$ cat src/mts_defines.svh
// offsets, field positions, reset values and timing counts of the trigger sequencer
`ifndef MTS_DEFINES_SVH
`define MTS_DEFINES_SVH
`define MTS_OFF_CTRL 8'h00
`define MTS_OFF_CMD 8'h04
`define MTS_OFF_DELAY 8'h08
`define MTS_OFF_HOLD 8'h0c
`define MTS_OFF_CFG 8'h10
`define MTS_OFF_STAT 8'h14
`define MTS_OFF_ERR 8'h18
`define MTS_OFF_SETTLE 8'h1c
`define MTS_CTRL_SRC_LSB 0
`define MTS_CTRL_POL_BIT 3
`define MTS_CTRL_AUTO_LSB 4
`define MTS_CTRL_CONT_BIT 6
`define MTS_CMD_INIT_BIT 0
`define MTS_CMD_IMM_BIT 1
`define MTS_CMD_BUS_BIT 2
`define MTS_CMD_LOCAL_BIT 3
`define MTS_CMD_MEASCFG_BIT 4
`define MTS_CFG_DETAVG_BIT 8
`define MTS_CFG_AVGSNS_BIT 9
`define MTS_CFG_MASTER_BIT 10
`define MTS_CFG_SLAVE_BIT 11
`define MTS_STAT_CONFLICT_BIT 0
`define MTS_SPEED_CONFLICT 8'hc8
`define MTS_ERR_CONFLICT 32'hffffff23
`define MTS_CLK_NS 10
`define MTS_TICK_NS 50
`define MTS_TICK_CYC ((`MTS_TICK_NS + `MTS_CLK_NS - 1) / `MTS_CLK_NS)
`define MTS_DELAY_MAX_NS 1000000000
`define MTS_DELAY_MAX_TICKS (`MTS_DELAY_MAX_NS / `MTS_TICK_NS)
`define MTS_HOLD_MIN_NS 1000
`define MTS_HOLD_MAX_NS 400000000
`define MTS_HOLD_MIN_TICKS (`MTS_HOLD_MIN_NS / `MTS_TICK_NS)
`define MTS_HOLD_MAX_TICKS (`MTS_HOLD_MAX_NS / `MTS_TICK_NS)
`define MTS_SETTLE_RST 26'h0000064
`endif

$ cat src/mts_pkg.sv
// types of the trigger sequencer
package mts_pkg;
  typedef enum logic [2:0] {
    MTS_SRC_BUS = 3'h0,
    MTS_SRC_EXT = 3'h1,
    MTS_SRC_HOLD = 3'h2,
    MTS_SRC_ALWAYS = 3'h3,
    MTS_SRC_INTERNAL_TRIGGER_ONE = 3'h4,
    MTS_SRC_INTERNAL_TRIGGER_TWO = 3'h5
  } mts_src_e;
  typedef enum logic [1:0] {
    MTS_SETTLE_OFF = 2'h0,
    MTS_SETTLE_ON = 2'h1,
    MTS_SETTLE_ONCE = 2'h2
  } mts_settle_e;
  typedef enum logic [2:0] {
    MTS_ST_IDLE = 3'h0,
    MTS_ST_WAIT = 3'h1,
    MTS_ST_DELAY = 3'h2,
    MTS_ST_SETTLE = 3'h3,
    MTS_ST_MEAS = 3'h4,
    MTS_ST_HOLD = 3'h5
  } mts_state_e;
  typedef struct packed {
    logic psel;
    logic penable;
    logic pwrite;
    logic [7:0] paddr;
    logic [31:0] pwdata;
  } mts_apb_req_s;
  typedef logic [25:0] mts_ticks_t;
endpackage : mts_pkg

$ cat src/mts_trigger_seq.sv
// trigger sequencer for one measurement channel with apb registers
// Notes on behaviour
// - measurement waits programmed delay after trigger, -1..1 s in 50 ns, reset 0
// - delay or holdoff change rejected with -221 unless external source selected
// - holdoff 1 us..0.4 s in 50 ns steps, reset 1 us
// - settling on: settle delay before requested and every later measurement
// - settling off: measure as soon as trigger arrives
// - settling once: settle delay before next measurement only
// - settling on after reset; readback 1 when on, 0 when off
// - settling ignored when the immediate override fires
// - immediate command while waiting: measure at once, skip delay, one time
// - bus source: group trigger, common trigger or immediate command
// - external source: rear trigger input or immediate command
// - suspended source: only the immediate command triggers
// - always-true source free runs when continuous, else one measurement
// - source selection never arms; only initiation or the continuous bit does
// - source forced always-true at reset, local mode, measure or configure
// - master choosing bus, suspended or always-true source while slave linked raises -221
// - internal or external source with speed 200 raises -221
// - internal source with average detector raises -221
// - internal source with average-only sensor raises -221
// - trigger on rising edge for rising_edge_polarity, falling for falling_edge_polarity; reset rising_edge_polarity
`include "mts_defines.svh"
`timescale 1ns/1ps
`default_nettype none
module mts_trigger_seq
  import mts_pkg::*;
(
  input wire logic mclk_i,
  input wire logic arst_n_i,
  input wire mts_apb_req_s apb_i,
  input wire logic ext_trig_i,
  input wire logic [1:0] int_trig_i,
  output logic [31:0] prdata_o,
  output logic pready_o,
  output logic pslverr_o,
  output logic meas_start_o,
  output logic armed_o,
  output logic busy_o
);
  localparam logic [2:0] TICK_LAST = 3'(`MTS_TICK_CYC - 1);
  localparam mts_ticks_t DLY_MAX = 26'(`MTS_DELAY_MAX_TICKS);
  localparam mts_ticks_t HLD_MIN = 26'(`MTS_HOLD_MIN_TICKS);
  localparam mts_ticks_t HLD_MAX = 26'(`MTS_HOLD_MAX_TICKS);

  // edge recognition shared by external and internal inputs
  function automatic logic edge_hit(input logic falling, input logic prv,
                                    input logic cur);
    edge_hit = falling ? (prv & ~cur) : (~prv & cur);
  endfunction : edge_hit

  function automatic mts_ticks_t clamp(input mts_ticks_t v, input mts_ticks_t lo,
                                       input mts_ticks_t hi);
    if (v < lo) begin
      clamp = lo;
    end else if (v > hi) begin
      clamp = hi;
    end else begin
      clamp = v;
    end
  endfunction : clamp

  mts_src_e src_reg;
  mts_settle_e settle_mode_reg;
  mts_state_e state_reg;
  mts_state_e state_next;
  logic falling_reg;
  logic cont_reg;
  logic [26:0] delay_reg;
  mts_ticks_t hold_reg;
  mts_ticks_t settle_reg;
  logic [11:0] cfg_reg;
  logic conflict_reg;
  logic once_pending_reg;
  logic ready_reg;
  logic [2:0] pre_reg;
  mts_ticks_t tmr_reg;
  logic ext_prev_reg;
  logic [1:0] int_prev_reg;
  logic [31:0] rdata_reg;
  logic slverr_reg;
  logic meas_reg;
  logic armed_reg;
  logic busy_reg;

  // apb: pready rises in the second access cycle, one wait state always
  logic acc;
  logic wr_go;
  logic rd_go;
  logic [31:0] wd;
  logic [7:0] adr;
  assign acc = apb_i.psel & apb_i.penable & ready_reg;
  assign wr_go = acc & apb_i.pwrite;
  assign rd_go = acc & ~apb_i.pwrite;
  assign wd = apb_i.pwdata;
  assign adr = apb_i.paddr;

  logic mapped;
  always_comb begin
    case (adr)
      `MTS_OFF_CTRL, `MTS_OFF_CMD, `MTS_OFF_DELAY, `MTS_OFF_HOLD,
      `MTS_OFF_CFG, `MTS_OFF_STAT, `MTS_OFF_ERR, `MTS_OFF_SETTLE: mapped = 1'b1;
      default: mapped = 1'b0;
    endcase
  end

  logic cmd_wr;
  logic cmd_init;
  logic cmd_imm;
  logic cmd_bus;
  logic cmd_force;
  assign cmd_wr = wr_go & (adr == `MTS_OFF_CMD);
  assign cmd_init = cmd_wr & wd[`MTS_CMD_INIT_BIT];
  assign cmd_imm = cmd_wr & wd[`MTS_CMD_IMM_BIT];
  assign cmd_bus = cmd_wr & wd[`MTS_CMD_BUS_BIT];
  assign cmd_force = cmd_wr & (wd[`MTS_CMD_LOCAL_BIT] | wd[`MTS_CMD_MEASCFG_BIT]);

  // settings conflict checks on a source or timer write
  mts_src_e new_src;
  logic new_is_int;
  logic src_bad;
  logic tmr_bad;
  logic ctrl_wr;
  logic tmr_wr;
  assign ctrl_wr = wr_go & (adr == `MTS_OFF_CTRL);
  assign tmr_wr = wr_go & ((adr == `MTS_OFF_DELAY) | (adr == `MTS_OFF_HOLD));
  assign new_src = mts_src_e'(wd[`MTS_CTRL_SRC_LSB +: 3]);
  assign new_is_int = (new_src == MTS_SRC_INTERNAL_TRIGGER_ONE) | (new_src == MTS_SRC_INTERNAL_TRIGGER_TWO);
  always_comb begin
    src_bad = 1'b0;
    if (new_src > MTS_SRC_INTERNAL_TRIGGER_TWO) begin
      src_bad = 1'b1;
    end
    if (cfg_reg[`MTS_CFG_MASTER_BIT] & cfg_reg[`MTS_CFG_SLAVE_BIT]
        & ((new_src == MTS_SRC_BUS) | (new_src == MTS_SRC_HOLD)
           | (new_src == MTS_SRC_ALWAYS))) begin
      src_bad = 1'b1;
    end
    if ((new_is_int | (new_src == MTS_SRC_EXT))
        & (cfg_reg[7:0] == `MTS_SPEED_CONFLICT)) begin
      src_bad = 1'b1;
    end
    if (new_is_int & cfg_reg[`MTS_CFG_DETAVG_BIT]) begin
      src_bad = 1'b1;
    end
    if (new_is_int & cfg_reg[`MTS_CFG_AVGSNS_BIT]) begin
      src_bad = 1'b1;
    end
  end
  assign tmr_bad = src_reg != MTS_SRC_EXT;

  logic reject;
  assign reject = (ctrl_wr & src_bad) | (tmr_wr & tmr_bad);

  always_ff @(posedge mclk_i or negedge arst_n_i) begin
    if (!arst_n_i) begin
      ready_reg <= 1'b0;
      slverr_reg <= 1'b0;
    end else begin
      ready_reg <= apb_i.psel & apb_i.penable & ~ready_reg;
      slverr_reg <= apb_i.psel & apb_i.penable & ~ready_reg
                    & (~mapped | ((adr == `MTS_OFF_CTRL) & apb_i.pwrite & src_bad)
                       | (apb_i.pwrite & tmr_bad
                          & ((adr == `MTS_OFF_DELAY) | (adr == `MTS_OFF_HOLD))));
    end
  end

  // source: forced to always-true on reset and by local/measure/configure
  always_ff @(posedge mclk_i or negedge arst_n_i) begin
    if (!arst_n_i) begin
      src_reg <= MTS_SRC_ALWAYS;
    end else if (cmd_force) begin
      src_reg <= MTS_SRC_ALWAYS;
    end else if (ctrl_wr & ~src_bad) begin
      src_reg <= new_src;
    end
  end

  always_ff @(posedge mclk_i or negedge arst_n_i) begin
    if (!arst_n_i) begin
      falling_reg <= 1'b0;
      cont_reg <= 1'b0;
      settle_mode_reg <= MTS_SETTLE_ON;
    end else if (ctrl_wr) begin
      falling_reg <= wd[`MTS_CTRL_POL_BIT];
      cont_reg <= wd[`MTS_CTRL_CONT_BIT];
      settle_mode_reg <= (wd[`MTS_CTRL_AUTO_LSB +: 2] == 2'h3) ? MTS_SETTLE_OFF
                         : mts_settle_e'(wd[`MTS_CTRL_AUTO_LSB +: 2]);
    end
  end

  always_ff @(posedge mclk_i or negedge arst_n_i) begin
    if (!arst_n_i) begin
      delay_reg <= 27'h0;
      hold_reg <= HLD_MIN;
      settle_reg <= `MTS_SETTLE_RST;
      cfg_reg <= 12'h0;
    end else if (wr_go & ~reject) begin
      case (adr)
        `MTS_OFF_DELAY: begin
          if (wd[31]) begin
            delay_reg <= {1'b1, ~clamp(~wd[25:0], 26'h0, DLY_MAX - 26'h1)};
          end else begin
            delay_reg <= {1'b0, clamp(wd[25:0], 26'h0, DLY_MAX)};
          end
        end
        `MTS_OFF_HOLD: hold_reg <= clamp(wd[25:0], HLD_MIN, HLD_MAX);
        `MTS_OFF_CFG: cfg_reg <= wd[11:0];
        `MTS_OFF_SETTLE: settle_reg <= wd[25:0];
        default: ;
      endcase
    end
  end

  // a rejection in the same cycle as a clear keeps the flag set
  always_ff @(posedge mclk_i or negedge arst_n_i) begin
    if (!arst_n_i) begin
      conflict_reg <= 1'b0;
    end else if (reject) begin
      conflict_reg <= 1'b1;
    end else if (wr_go & (adr == `MTS_OFF_STAT) & wd[`MTS_STAT_CONFLICT_BIT]) begin
      conflict_reg <= 1'b0;
    end
  end

  // trigger recognition per source
  logic ext_hit;
  logic int_hit;
  logic trig_ev;
  assign ext_hit = edge_hit(falling_reg, ext_prev_reg, ext_trig_i);
  assign int_hit = (src_reg == MTS_SRC_INTERNAL_TRIGGER_ONE)
                   ? edge_hit(falling_reg, int_prev_reg[0], int_trig_i[0])
                   : edge_hit(falling_reg, int_prev_reg[1], int_trig_i[1]);
  always_comb begin
    case (src_reg)
      MTS_SRC_BUS: trig_ev = cmd_bus;
      MTS_SRC_EXT: trig_ev = ext_hit;
      MTS_SRC_HOLD: trig_ev = 1'b0;
      MTS_SRC_ALWAYS: trig_ev = 1'b1;
      MTS_SRC_INTERNAL_TRIGGER_ONE, MTS_SRC_INTERNAL_TRIGGER_TWO: trig_ev = int_hit;
      default: trig_ev = 1'b0;
    endcase
  end

  always_ff @(posedge mclk_i or negedge arst_n_i) begin
    if (!arst_n_i) begin
      ext_prev_reg <= 1'b0;
      int_prev_reg <= 2'h0;
    end else begin
      ext_prev_reg <= ext_trig_i;
      int_prev_reg <= int_trig_i;
    end
  end

  // 50 ns tick prescaler, restarted when a timer is loaded
  logic tick;
  logic load;
  assign tick = pre_reg == TICK_LAST;
  assign load = state_next != state_reg;

  logic settle_due;
  logic dly_zero;
  assign settle_due = (settle_mode_reg == MTS_SETTLE_ON) | once_pending_reg;
  assign dly_zero = delay_reg[26] | (delay_reg[25:0] == 26'h0);

  always_comb begin
    state_next = state_reg;
    case (state_reg)
      MTS_ST_IDLE: begin
        if (cmd_init | cont_reg) begin
          state_next = MTS_ST_WAIT;
        end
      end
      MTS_ST_WAIT: begin
        if (cmd_imm) begin
          state_next = MTS_ST_MEAS;
        end else if (trig_ev) begin
          if (!dly_zero) begin
            state_next = MTS_ST_DELAY;
          end else if (settle_due) begin
            state_next = MTS_ST_SETTLE;
          end else begin
            state_next = MTS_ST_MEAS;
          end
        end
      end
      MTS_ST_DELAY: begin
        if (tick & (tmr_reg == 26'h1)) begin
          state_next = settle_due ? MTS_ST_SETTLE : MTS_ST_MEAS;
        end
      end
      MTS_ST_SETTLE: begin
        if ((settle_reg == 26'h0) | (tick & (tmr_reg == 26'h1))) begin
          state_next = MTS_ST_MEAS;
        end
      end
      MTS_ST_MEAS: state_next = MTS_ST_HOLD;
      MTS_ST_HOLD: begin
        if (tick & (tmr_reg == 26'h1)) begin
          state_next = cont_reg ? MTS_ST_WAIT : MTS_ST_IDLE;
        end
      end
      default: state_next = MTS_ST_IDLE;
    endcase
  end

  always_ff @(posedge mclk_i or negedge arst_n_i) begin
    if (!arst_n_i) begin
      state_reg <= MTS_ST_IDLE;
    end else begin
      state_reg <= state_next;
    end
  end

  // timers count ticks and are loaded as each timed state is entered
  always_ff @(posedge mclk_i or negedge arst_n_i) begin
    if (!arst_n_i) begin
      pre_reg <= 3'h0;
      tmr_reg <= 26'h0;
    end else if (load) begin
      pre_reg <= 3'h0;
      case (state_next)
        MTS_ST_DELAY: tmr_reg <= delay_reg[25:0];
        MTS_ST_SETTLE: tmr_reg <= settle_reg;
        MTS_ST_HOLD: tmr_reg <= hold_reg;
        default: tmr_reg <= 26'h0;
      endcase
    end else begin
      pre_reg <= tick ? 3'h0 : pre_reg + 3'h1;
      if (tick & (tmr_reg != 26'h0)) begin
        tmr_reg <= tmr_reg - 26'h1;
      end
    end
  end

  // once: armed by writing the once option, spent by the next settle
  always_ff @(posedge mclk_i or negedge arst_n_i) begin
    if (!arst_n_i) begin
      once_pending_reg <= 1'b0;
    end else if (ctrl_wr) begin
      once_pending_reg <= wd[`MTS_CTRL_AUTO_LSB +: 2] == 2'h2;
    end else if ((state_reg == MTS_ST_SETTLE) & (state_next == MTS_ST_MEAS)) begin
      once_pending_reg <= 1'b0;
    end
  end

  always_ff @(posedge mclk_i or negedge arst_n_i) begin
    if (!arst_n_i) begin
      meas_reg <= 1'b0;
      armed_reg <= 1'b0;
      busy_reg <= 1'b0;
    end else begin
      meas_reg <= state_next == MTS_ST_MEAS;
      armed_reg <= state_next == MTS_ST_WAIT;
      busy_reg <= (state_next != MTS_ST_IDLE) & (state_next != MTS_ST_WAIT);
    end
  end

  always_ff @(posedge mclk_i or negedge arst_n_i) begin
    if (!arst_n_i) begin
      rdata_reg <= 32'h0;
    end else if (apb_i.psel & apb_i.penable & ~ready_reg & ~apb_i.pwrite) begin
      case (adr)
        `MTS_OFF_CTRL: rdata_reg <= {25'h0, cont_reg,
                                     (settle_mode_reg == MTS_SETTLE_ON) ? 2'h1 : 2'h0,
                                     falling_reg, src_reg};
        `MTS_OFF_DELAY: rdata_reg <= {{5{delay_reg[26]}}, delay_reg};
        `MTS_OFF_HOLD: rdata_reg <= {6'h0, hold_reg};
        `MTS_OFF_CFG: rdata_reg <= {20'h0, cfg_reg};
        `MTS_OFF_STAT: rdata_reg <= {24'h0, state_reg, 2'h0, once_pending_reg,
                                     settle_mode_reg == MTS_SETTLE_ON, conflict_reg};
        `MTS_OFF_ERR: rdata_reg <= conflict_reg ? `MTS_ERR_CONFLICT : 32'h0;
        `MTS_OFF_SETTLE: rdata_reg <= {6'h0, settle_reg};
        default: rdata_reg <= 32'h0;
      endcase
    end
  end

  assign prdata_o = rdata_reg;
  assign pready_o = ready_reg;
  assign pslverr_o = slverr_reg;
  assign meas_start_o = meas_reg;
  assign armed_o = armed_reg;
  assign busy_o = busy_reg;
endmodule : mts_trigger_seq
`default_nettype wire

$ cat config.mk
export PLATFORM = sky130hd
export DESIGN_NAME = mts_trigger_seq
export DESIGN_NICKNAME = d
export VERILOG_FILES = /design/src/mts_pkg.sv /design/src/mts_trigger_seq.sv
export VERILOG_INCLUDE_DIRS = /design/src
export SDC_FILE = /design/constraint.sdc
export NUM_CORES = 1
export LEC_CHECK = 0
export BUFFER_PORTS_ARGS = -buffer_cell sky130_fd_sc_hd__buf_2
export CAP_MARGIN = 25
export CORE_UTILIZATION = 50
export CTS_CLUSTER_SIZE = 24
export DETAILED_ROUTE_END_ITERATION = 7
export GPL_TIMING_DRIVEN = 0
export PLACE_DENSITY = 0.79
export SYNTH_ARGS = -nofsm -noshare
export SYNTH_HDL_FRONTEND = slang
export SYNTH_SLANG_ARGS = --single-unit
$ cat constraint.sdc
create_clock -name mclk_i -period 6.7 [get_ports mclk_i]
set_clock_uncertainty 0.1 [all_clocks]
set_input_delay 1.34 -clock mclk_i [delete_from_list [all_inputs] [get_ports mclk_i]]
set_output_delay 1.34 -clock mclk_i [all_outputs]
set_load 0.1 [all_outputs]
=== Word-level counts from Yosys, hierarchy flattened ===
Memory sizes are Yosys's and may differ from the RTL's.
Cells that the tools add are included.

* Register bits after elaboration: 172
* Latch bits: 0
* Word-level logic and storage cells: 194
* Memories kept: 1
* Memory bits (writable): 0
* Input bits: 48
* Bits in read-only memories: 32

* Shift operators: 0
* Multiplexer cells: 46
* Order comparisons: 7
* $add $sub $neg: 2
* Reduce and logical (&&, ||, !) cells: 18
* Bitwise gates (word level): 64
* $mul: 0
* Eq/ne operators: 35
* Div/mod/pow operators: 0

{| class="wikitable"
|+ Memories
! memory !! words !! bits a word !! rd ports !! clocked after Yosys merged registers in !! write ports !! line !! source
|-
| (name not given) || 32 || 1 || 1 || 0 || 0 || mts_trigger_seq.sv:100 || <nowiki>case (adr)</nowiki>
|}

{| class="wikitable"
|+ Operators with widths
! cell !! count
|-
| 2-to-1 mux 26 bit || 11
|-
| case mux 32 bit (7 select lines) || 1
|-
| case mux 26 bit (3 select lines) || 1
|-
| > comparator 26 x 25 -> 1 bit, second input constant || 2
|-
| logical NOT 26 bit || 2
|-
| less-than comparator 26 x 1 -> 1 bit, second input constant || 2
|-
| NOT 26 bit || 2
|-
| bitwise AND 1 bit || 38
|-
| 2-to-1 mux 3 bit || 12
|-
| equality test 8 x 5 -> 1 bit, second input constant || 4
|-
| 2-to-1 mux 32 bit || 1
|-
| equality test 3 bit, second input constant || 9
|-
| 2-to-1 mux 27 bit || 1
|-
| equality test 26 x 1 -> 1 bit, second input constant || 1
|-
| > comparator 26 x 23 -> 1 bit, second input constant || 1
|-
| less-than comparator 26 x 5 -> 1 bit, second input constant || 1
|-
| nonzero test 26 bit || 1
|-
| subtractor 26 x 1 -> 26 bit, second input constant || 1
|-
| equality test 3 x 2 -> 1 bit, second input constant || 7
|-
| case mux 3 bit (6 select lines) || 1
|-
| equality test 8 x 4 -> 1 bit, second input constant || 2
|-
| 2-to-1 mux 1 bit || 16
|-
| bitwise OR 1 bit || 13
|-
| equality test 3 x 1 -> 1 bit, second input constant || 4
|-
| 17 further kinds || 38
|}

=== Depth between registers and ports, before layout ===
* Depth after elaboration: 15
* Depth in mapped cells: 12
* Depth with buffers taken out: 11

=== Least setup slack after synthesis ===
No wires, ideal clock.

* Kind: input port to flip-flop
* Start point: in apb_i[37] in the netlist's numbering
* End point: reg tmr_reg[10]
* Data arrival time: 3.790 ns
* Buffers on the path: 2
* Stages: 9
* Data required time: 6.474 ns
* Setup slack: 2.684 ns
* Path through: or4_1 nor4_1 a41oi_1 a2111oi_4 buf_6 buf_6 mux2i_1 a2bb2oi_1 mux2i_1

* Longest elaborated chain between the ends: 10
* Elaborated cells between the ends (all ways): 18
* Classes of those cells: 5 x eq/ne; 7 x mux; 5 x bitwise; 1 x reduce/logical

{| class="wikitable"
|+ RTL lines
! item !! line !! source
|-
| start, declared || mts_trigger_seq.sv:31 || <nowiki>input wire mts_apb_req_s apb_i,</nowiki>
|-
| equality test 8 x 3 -> 1 bit (no source line) * || n/a ||
|-
| bitwise AND 1 bit * || mts_trigger_seq.sv:112 || <nowiki>assign cmd_wr = wr_go & (adr == `MTS_OFF_CMD);</nowiki>
|-
| bitwise AND 1 bit || mts_trigger_seq.sv:115 || <nowiki>assign cmd_bus = cmd_wr & wd[`MTS_CMD_BUS_BIT];</nowiki>
|-
| case mux 1 bit (4 select lines) || mts_trigger_seq.sv:235 || <nowiki>case (src_reg)</nowiki>
|-
| 2-to-1 mux 3 bit || mts_trigger_seq.sv:277 || <nowiki>end else if (trig_ev) begin</nowiki>
|-
| 2-to-1 mux 3 bit || mts_trigger_seq.sv:275 || <nowiki>if (cmd_imm) begin</nowiki>
|-
| case mux 3 bit (6 select lines) * || mts_trigger_seq.sv:268 || <nowiki>case (state_reg)</nowiki>
|-
| equality test 3 bit or equality test 3 x 2 -> 1 bit (tied branches) || mts_trigger_seq.sv:322 || <nowiki>case (state_next)</nowiki>
|-
| case mux 26 bit (3 select lines) || mts_trigger_seq.sv:322 ||
|-
| 2-to-1 mux 26 bit || mts_trigger_seq.sv:320 || <nowiki>end else if (load) begin</nowiki>
|-
| end signal, assigned || mts_trigger_seq.sv:323 || <nowiki>MTS_ST_DELAY: tmr_reg <= delay_reg[25:0];</nowiki>
|-
| end signal, assigned || mts_trigger_seq.sv:324 || <nowiki>MTS_ST_SETTLE: tmr_reg <= settle_reg;</nowiki>
|-
| end signal, assigned || mts_trigger_seq.sv:325 || <nowiki>MTS_ST_HOLD: tmr_reg <= hold_reg;</nowiki>
|-
| end, declared || mts_trigger_seq.sv:77 || <nowiki>mts_ticks_t tmr_reg;</nowiki>
|}

Mark *: on every way between the ends. The rest lies on a longest branch, timed or not.
A chain may end at the register's enable or synchronous reset.

=== Final worst setup path ===
* Start point: in apb_i[37] in the netlist's numbering
* End point: reg tmr_reg[14]

The elaborated chain is that of the path after synthesis.

==> results.py <==
metrics = {
    "pwr": {
        "intPower_mw": 1.94,
        "p_sw_frac": 0.329,
        "powerDensity_mw_per_mm2": 282,
        "p_seq_frac": 0.389,
        "comb_power_share": 0.276,
        "vdd_drop_max_v": 0.000211,
        "p_clk_frac": 0.335,
        "p_switching_uw": 952,
        "power_mw": 2.89,
        "p_leak_nw": 4.64,
    },
    "placed_design": {
        "gp_congestion": 0.946,
        "port_buffers": 70,
        "dpl.hpwl_mm": 19.2,
    },
    "logic_synthesis": {
        "syn_avg_cell_area_um2": 9.91,
        "synth_cell_types": 68,
        "synth-seq-cells": 167,
        "postSynthCellCount": 907,
        "synth_ff_type": "dfrtp_1",
        "synthArstFlopShare": 1.00,
        "yosysWarnings": 0,
        "synth_edf_count": 0,
        "synth_top_area_frac": 0.443,
        "mappedNetlistArea_mm2": 0.00899,
        "syn-num-nets": 960,
        "synth_area_leader_cell": "dfrtp_1",
        "synthTopCellsByArea": "dfrtp_1 (44%), mux2i_1 (8.5%), o21ai_0 (5.6%)",
        "ys_seq_area_frac": 0.466,
    },
    "detailed_routing": {
        "first_pass_iters": 6,
        "drt_iter0_markers": 891,
        "wl_per_cell_um": 20.9,
        "ant_nets": 0,
        "vias": 7823,
        "drt_wl_total_mm": 25.9,
        "vias_per_cell": 6.32,
        "route.detailed.drc": 0,
    },
    "cts": {
        "holdBufCountCts": 0,
        "insertion_delay_ps": 450,
        "clk_path_buf_depth": 2,
        "cts.clk_slew.worst_paths_ps": 60,
        "cts_buffers": 17,
        "cts_tree": "done",
        "cts_htree_levels": 4,
        "post_cts_resized": 0,
        "cts_root_buf": "clkbuf_16",
        "cts_setup_buffers": 0,
        "cts_sinks": 167,
    },
    "floorplanning": {
        "pin_count": 85,
        "core_area_mm2": 0.0174,
        "chipWidth_um": 136,
        "start_util": 0.516,
        "die-area_mm2": 0.0185,
        "die_y_um": 136,
        "std_cell_rows": 48,
    },
    "setup_path": {
        "start_kind": "input pin",
        "cp_data_required_time_ps": 6920,
        "cp-startpoint": "apb_i[37]",
        "end_kind": "flip-flop",
        "arrival_ps": 4790,
        "cp_max_fo": 10,
        "critPathKind": "in2reg",
        "rr_startpoint": "tmr_reg[12]",
    },
    "worst_hold_path": {
        "hold_path_class": "reg2reg",
        "hp-start": "prdata_o[5]",
    },
    "sta": {
        "finalHoldViolCount": 0,
        "drv_slew": 0,
        "worst_slew_pin_slew_ps": 853,
        "period_share": 0.683,
        "slew_headroom": 0.426,
        "setup-tns-final_ps": 0,
        "fmax_mhz": 219,
        "rsz0062_at_grt": "no",
        "setup_violations": 0,
        "holdWs_ps": 373,
        "fin_crit_ps": 4570,
    },
    "grt": {
        "grt_max_degree": 99,
        "grt-ovfl-total": 0,
        "grt_pass1_vias": 7408,
        "grt_pass1_wl_mm": 41.0,
        "antenna_found_initial": 0,
        "grt_use_total": 0.296,
    },
    "outcome": {
        "outcome": "finished, final reports clean",
    },
    "finish": {
        "layout_commonest_cell": "dfrtp_1",
        "fin_util": 0.589,
        "drive_gt1_frac": 0.178,
        "syn2layout_area_growth_pct": 14.1,
        "layout_common_cells": "dfrtp_1 (159), nand2_1 (110), o21ai_0 (101), mux2i_1 (76), buf_2 (74)",
        "diodes": 0,
        "nets": 1052,
    },
    "run": {
        "cap_violations": 0,
    },
}
-- stage by stage --
stage                     worst slack (ps)  instance area (um^2)  instances
after global placement                 988                  9620       1202
after floorplan                       2680                  8990        907
after detailed placement              1750                  9680       1205
final                                 2130                 10300       1237
after global routing                  2000                 10300       1237
after CTS                             2210                 10300       1237
-- path summary, 6_finish.rpt --
path / end / slack, ps / cells past startpoint
max in group asynchronous: tmr_reg[22] / 4890 / 2
min reg2reg: prdata_o[5] / 370 / 1
max reg2reg: tmr_reg[22] / 2960 / 9
min in group asynchronous: ext_prev_reg / 740 / 1
min: prdata_o[5] / 370 / 1
max: tmr_reg[14] / 2130 / 10
-- layout make-up --
class,instances,area (um^2)
Buffer,60,294
Sequential cell,167,4190
Clock inverter,11,96.3
Fill cell,1492,7160
Timing Repair Buffer,73,400
Inverter,16,60.1
Multi-Input combinational cell,664,4450
Tap cell,225,282
Clock buffer,21,480
-- routing by layer --
metal / vias up / part of all wire / GRT usage
met5: - / 0 / 0
met4: 0 / 0.028 / 0.112
met3: 60 / 0.090 / 0.0597
li1: 3524 / - / -
met1: 3817 / 0.43 / 0.424
met2: 422 / 0.45 / 0.441
-- cell usage after synthesis, drive strengths merged (4+ instances only) --
cell type,n
dfrtp,159
nand2,110
o21ai,104
mux2i,76
nor2,50
clkbuf,41
mux2,38
a21oi,31
nor4,30
a2bb2oi,26
nor3,22
buf,19
a22o,17
inv,16
xnor2,16
a221oi,14
nand3,11
nor2b,9
or3,9
or4,9
dfstp,8
nand2b,8
xor2,8
nand4,7
o31ai,6
ha,5
and3,4
nand3b,4
-- cell families after synthesis --
| group | after synthesis | share of synthesized area |
|---|---|---|
| buffers and inverters | 76 | 0.0394 |
| and+or+nand+nor | 287 | 0.158 |
| AOI/OAI and AO/OA | 233 | 0.171 |
| xor gates and xnor gates | 24 | 0.0234 |
| muxes | 115 | 0.135 |
| DFF | 167 | 0.466 |
| adders and majority gates | 5 | 0.00696 |
-- power by group through the flow --
stage	clock network [mW]	logic, mW	registers [mW]
final	0.968	0.799	1.12
after global routing	1.01	0.860	1.13
after CTS	0.968	0.799	1.12
after detailed placement	0	0.795	1.14
after global placement	0	0.777	1.14
after floorplan	0	0.570	1.17
-- worst max-delay path, cell delays in order --
cell and delay [ps]:
buf_2 110, or4_1 550, nor4_1 760, a41oi_1 430, a2111oi_4 520, buf_6 240
buf_6 200, mux2i_1 200, a2bb2oi_1 310, mux2i_1 110
No activity file was read; power rests on OpenSTA's default activity.
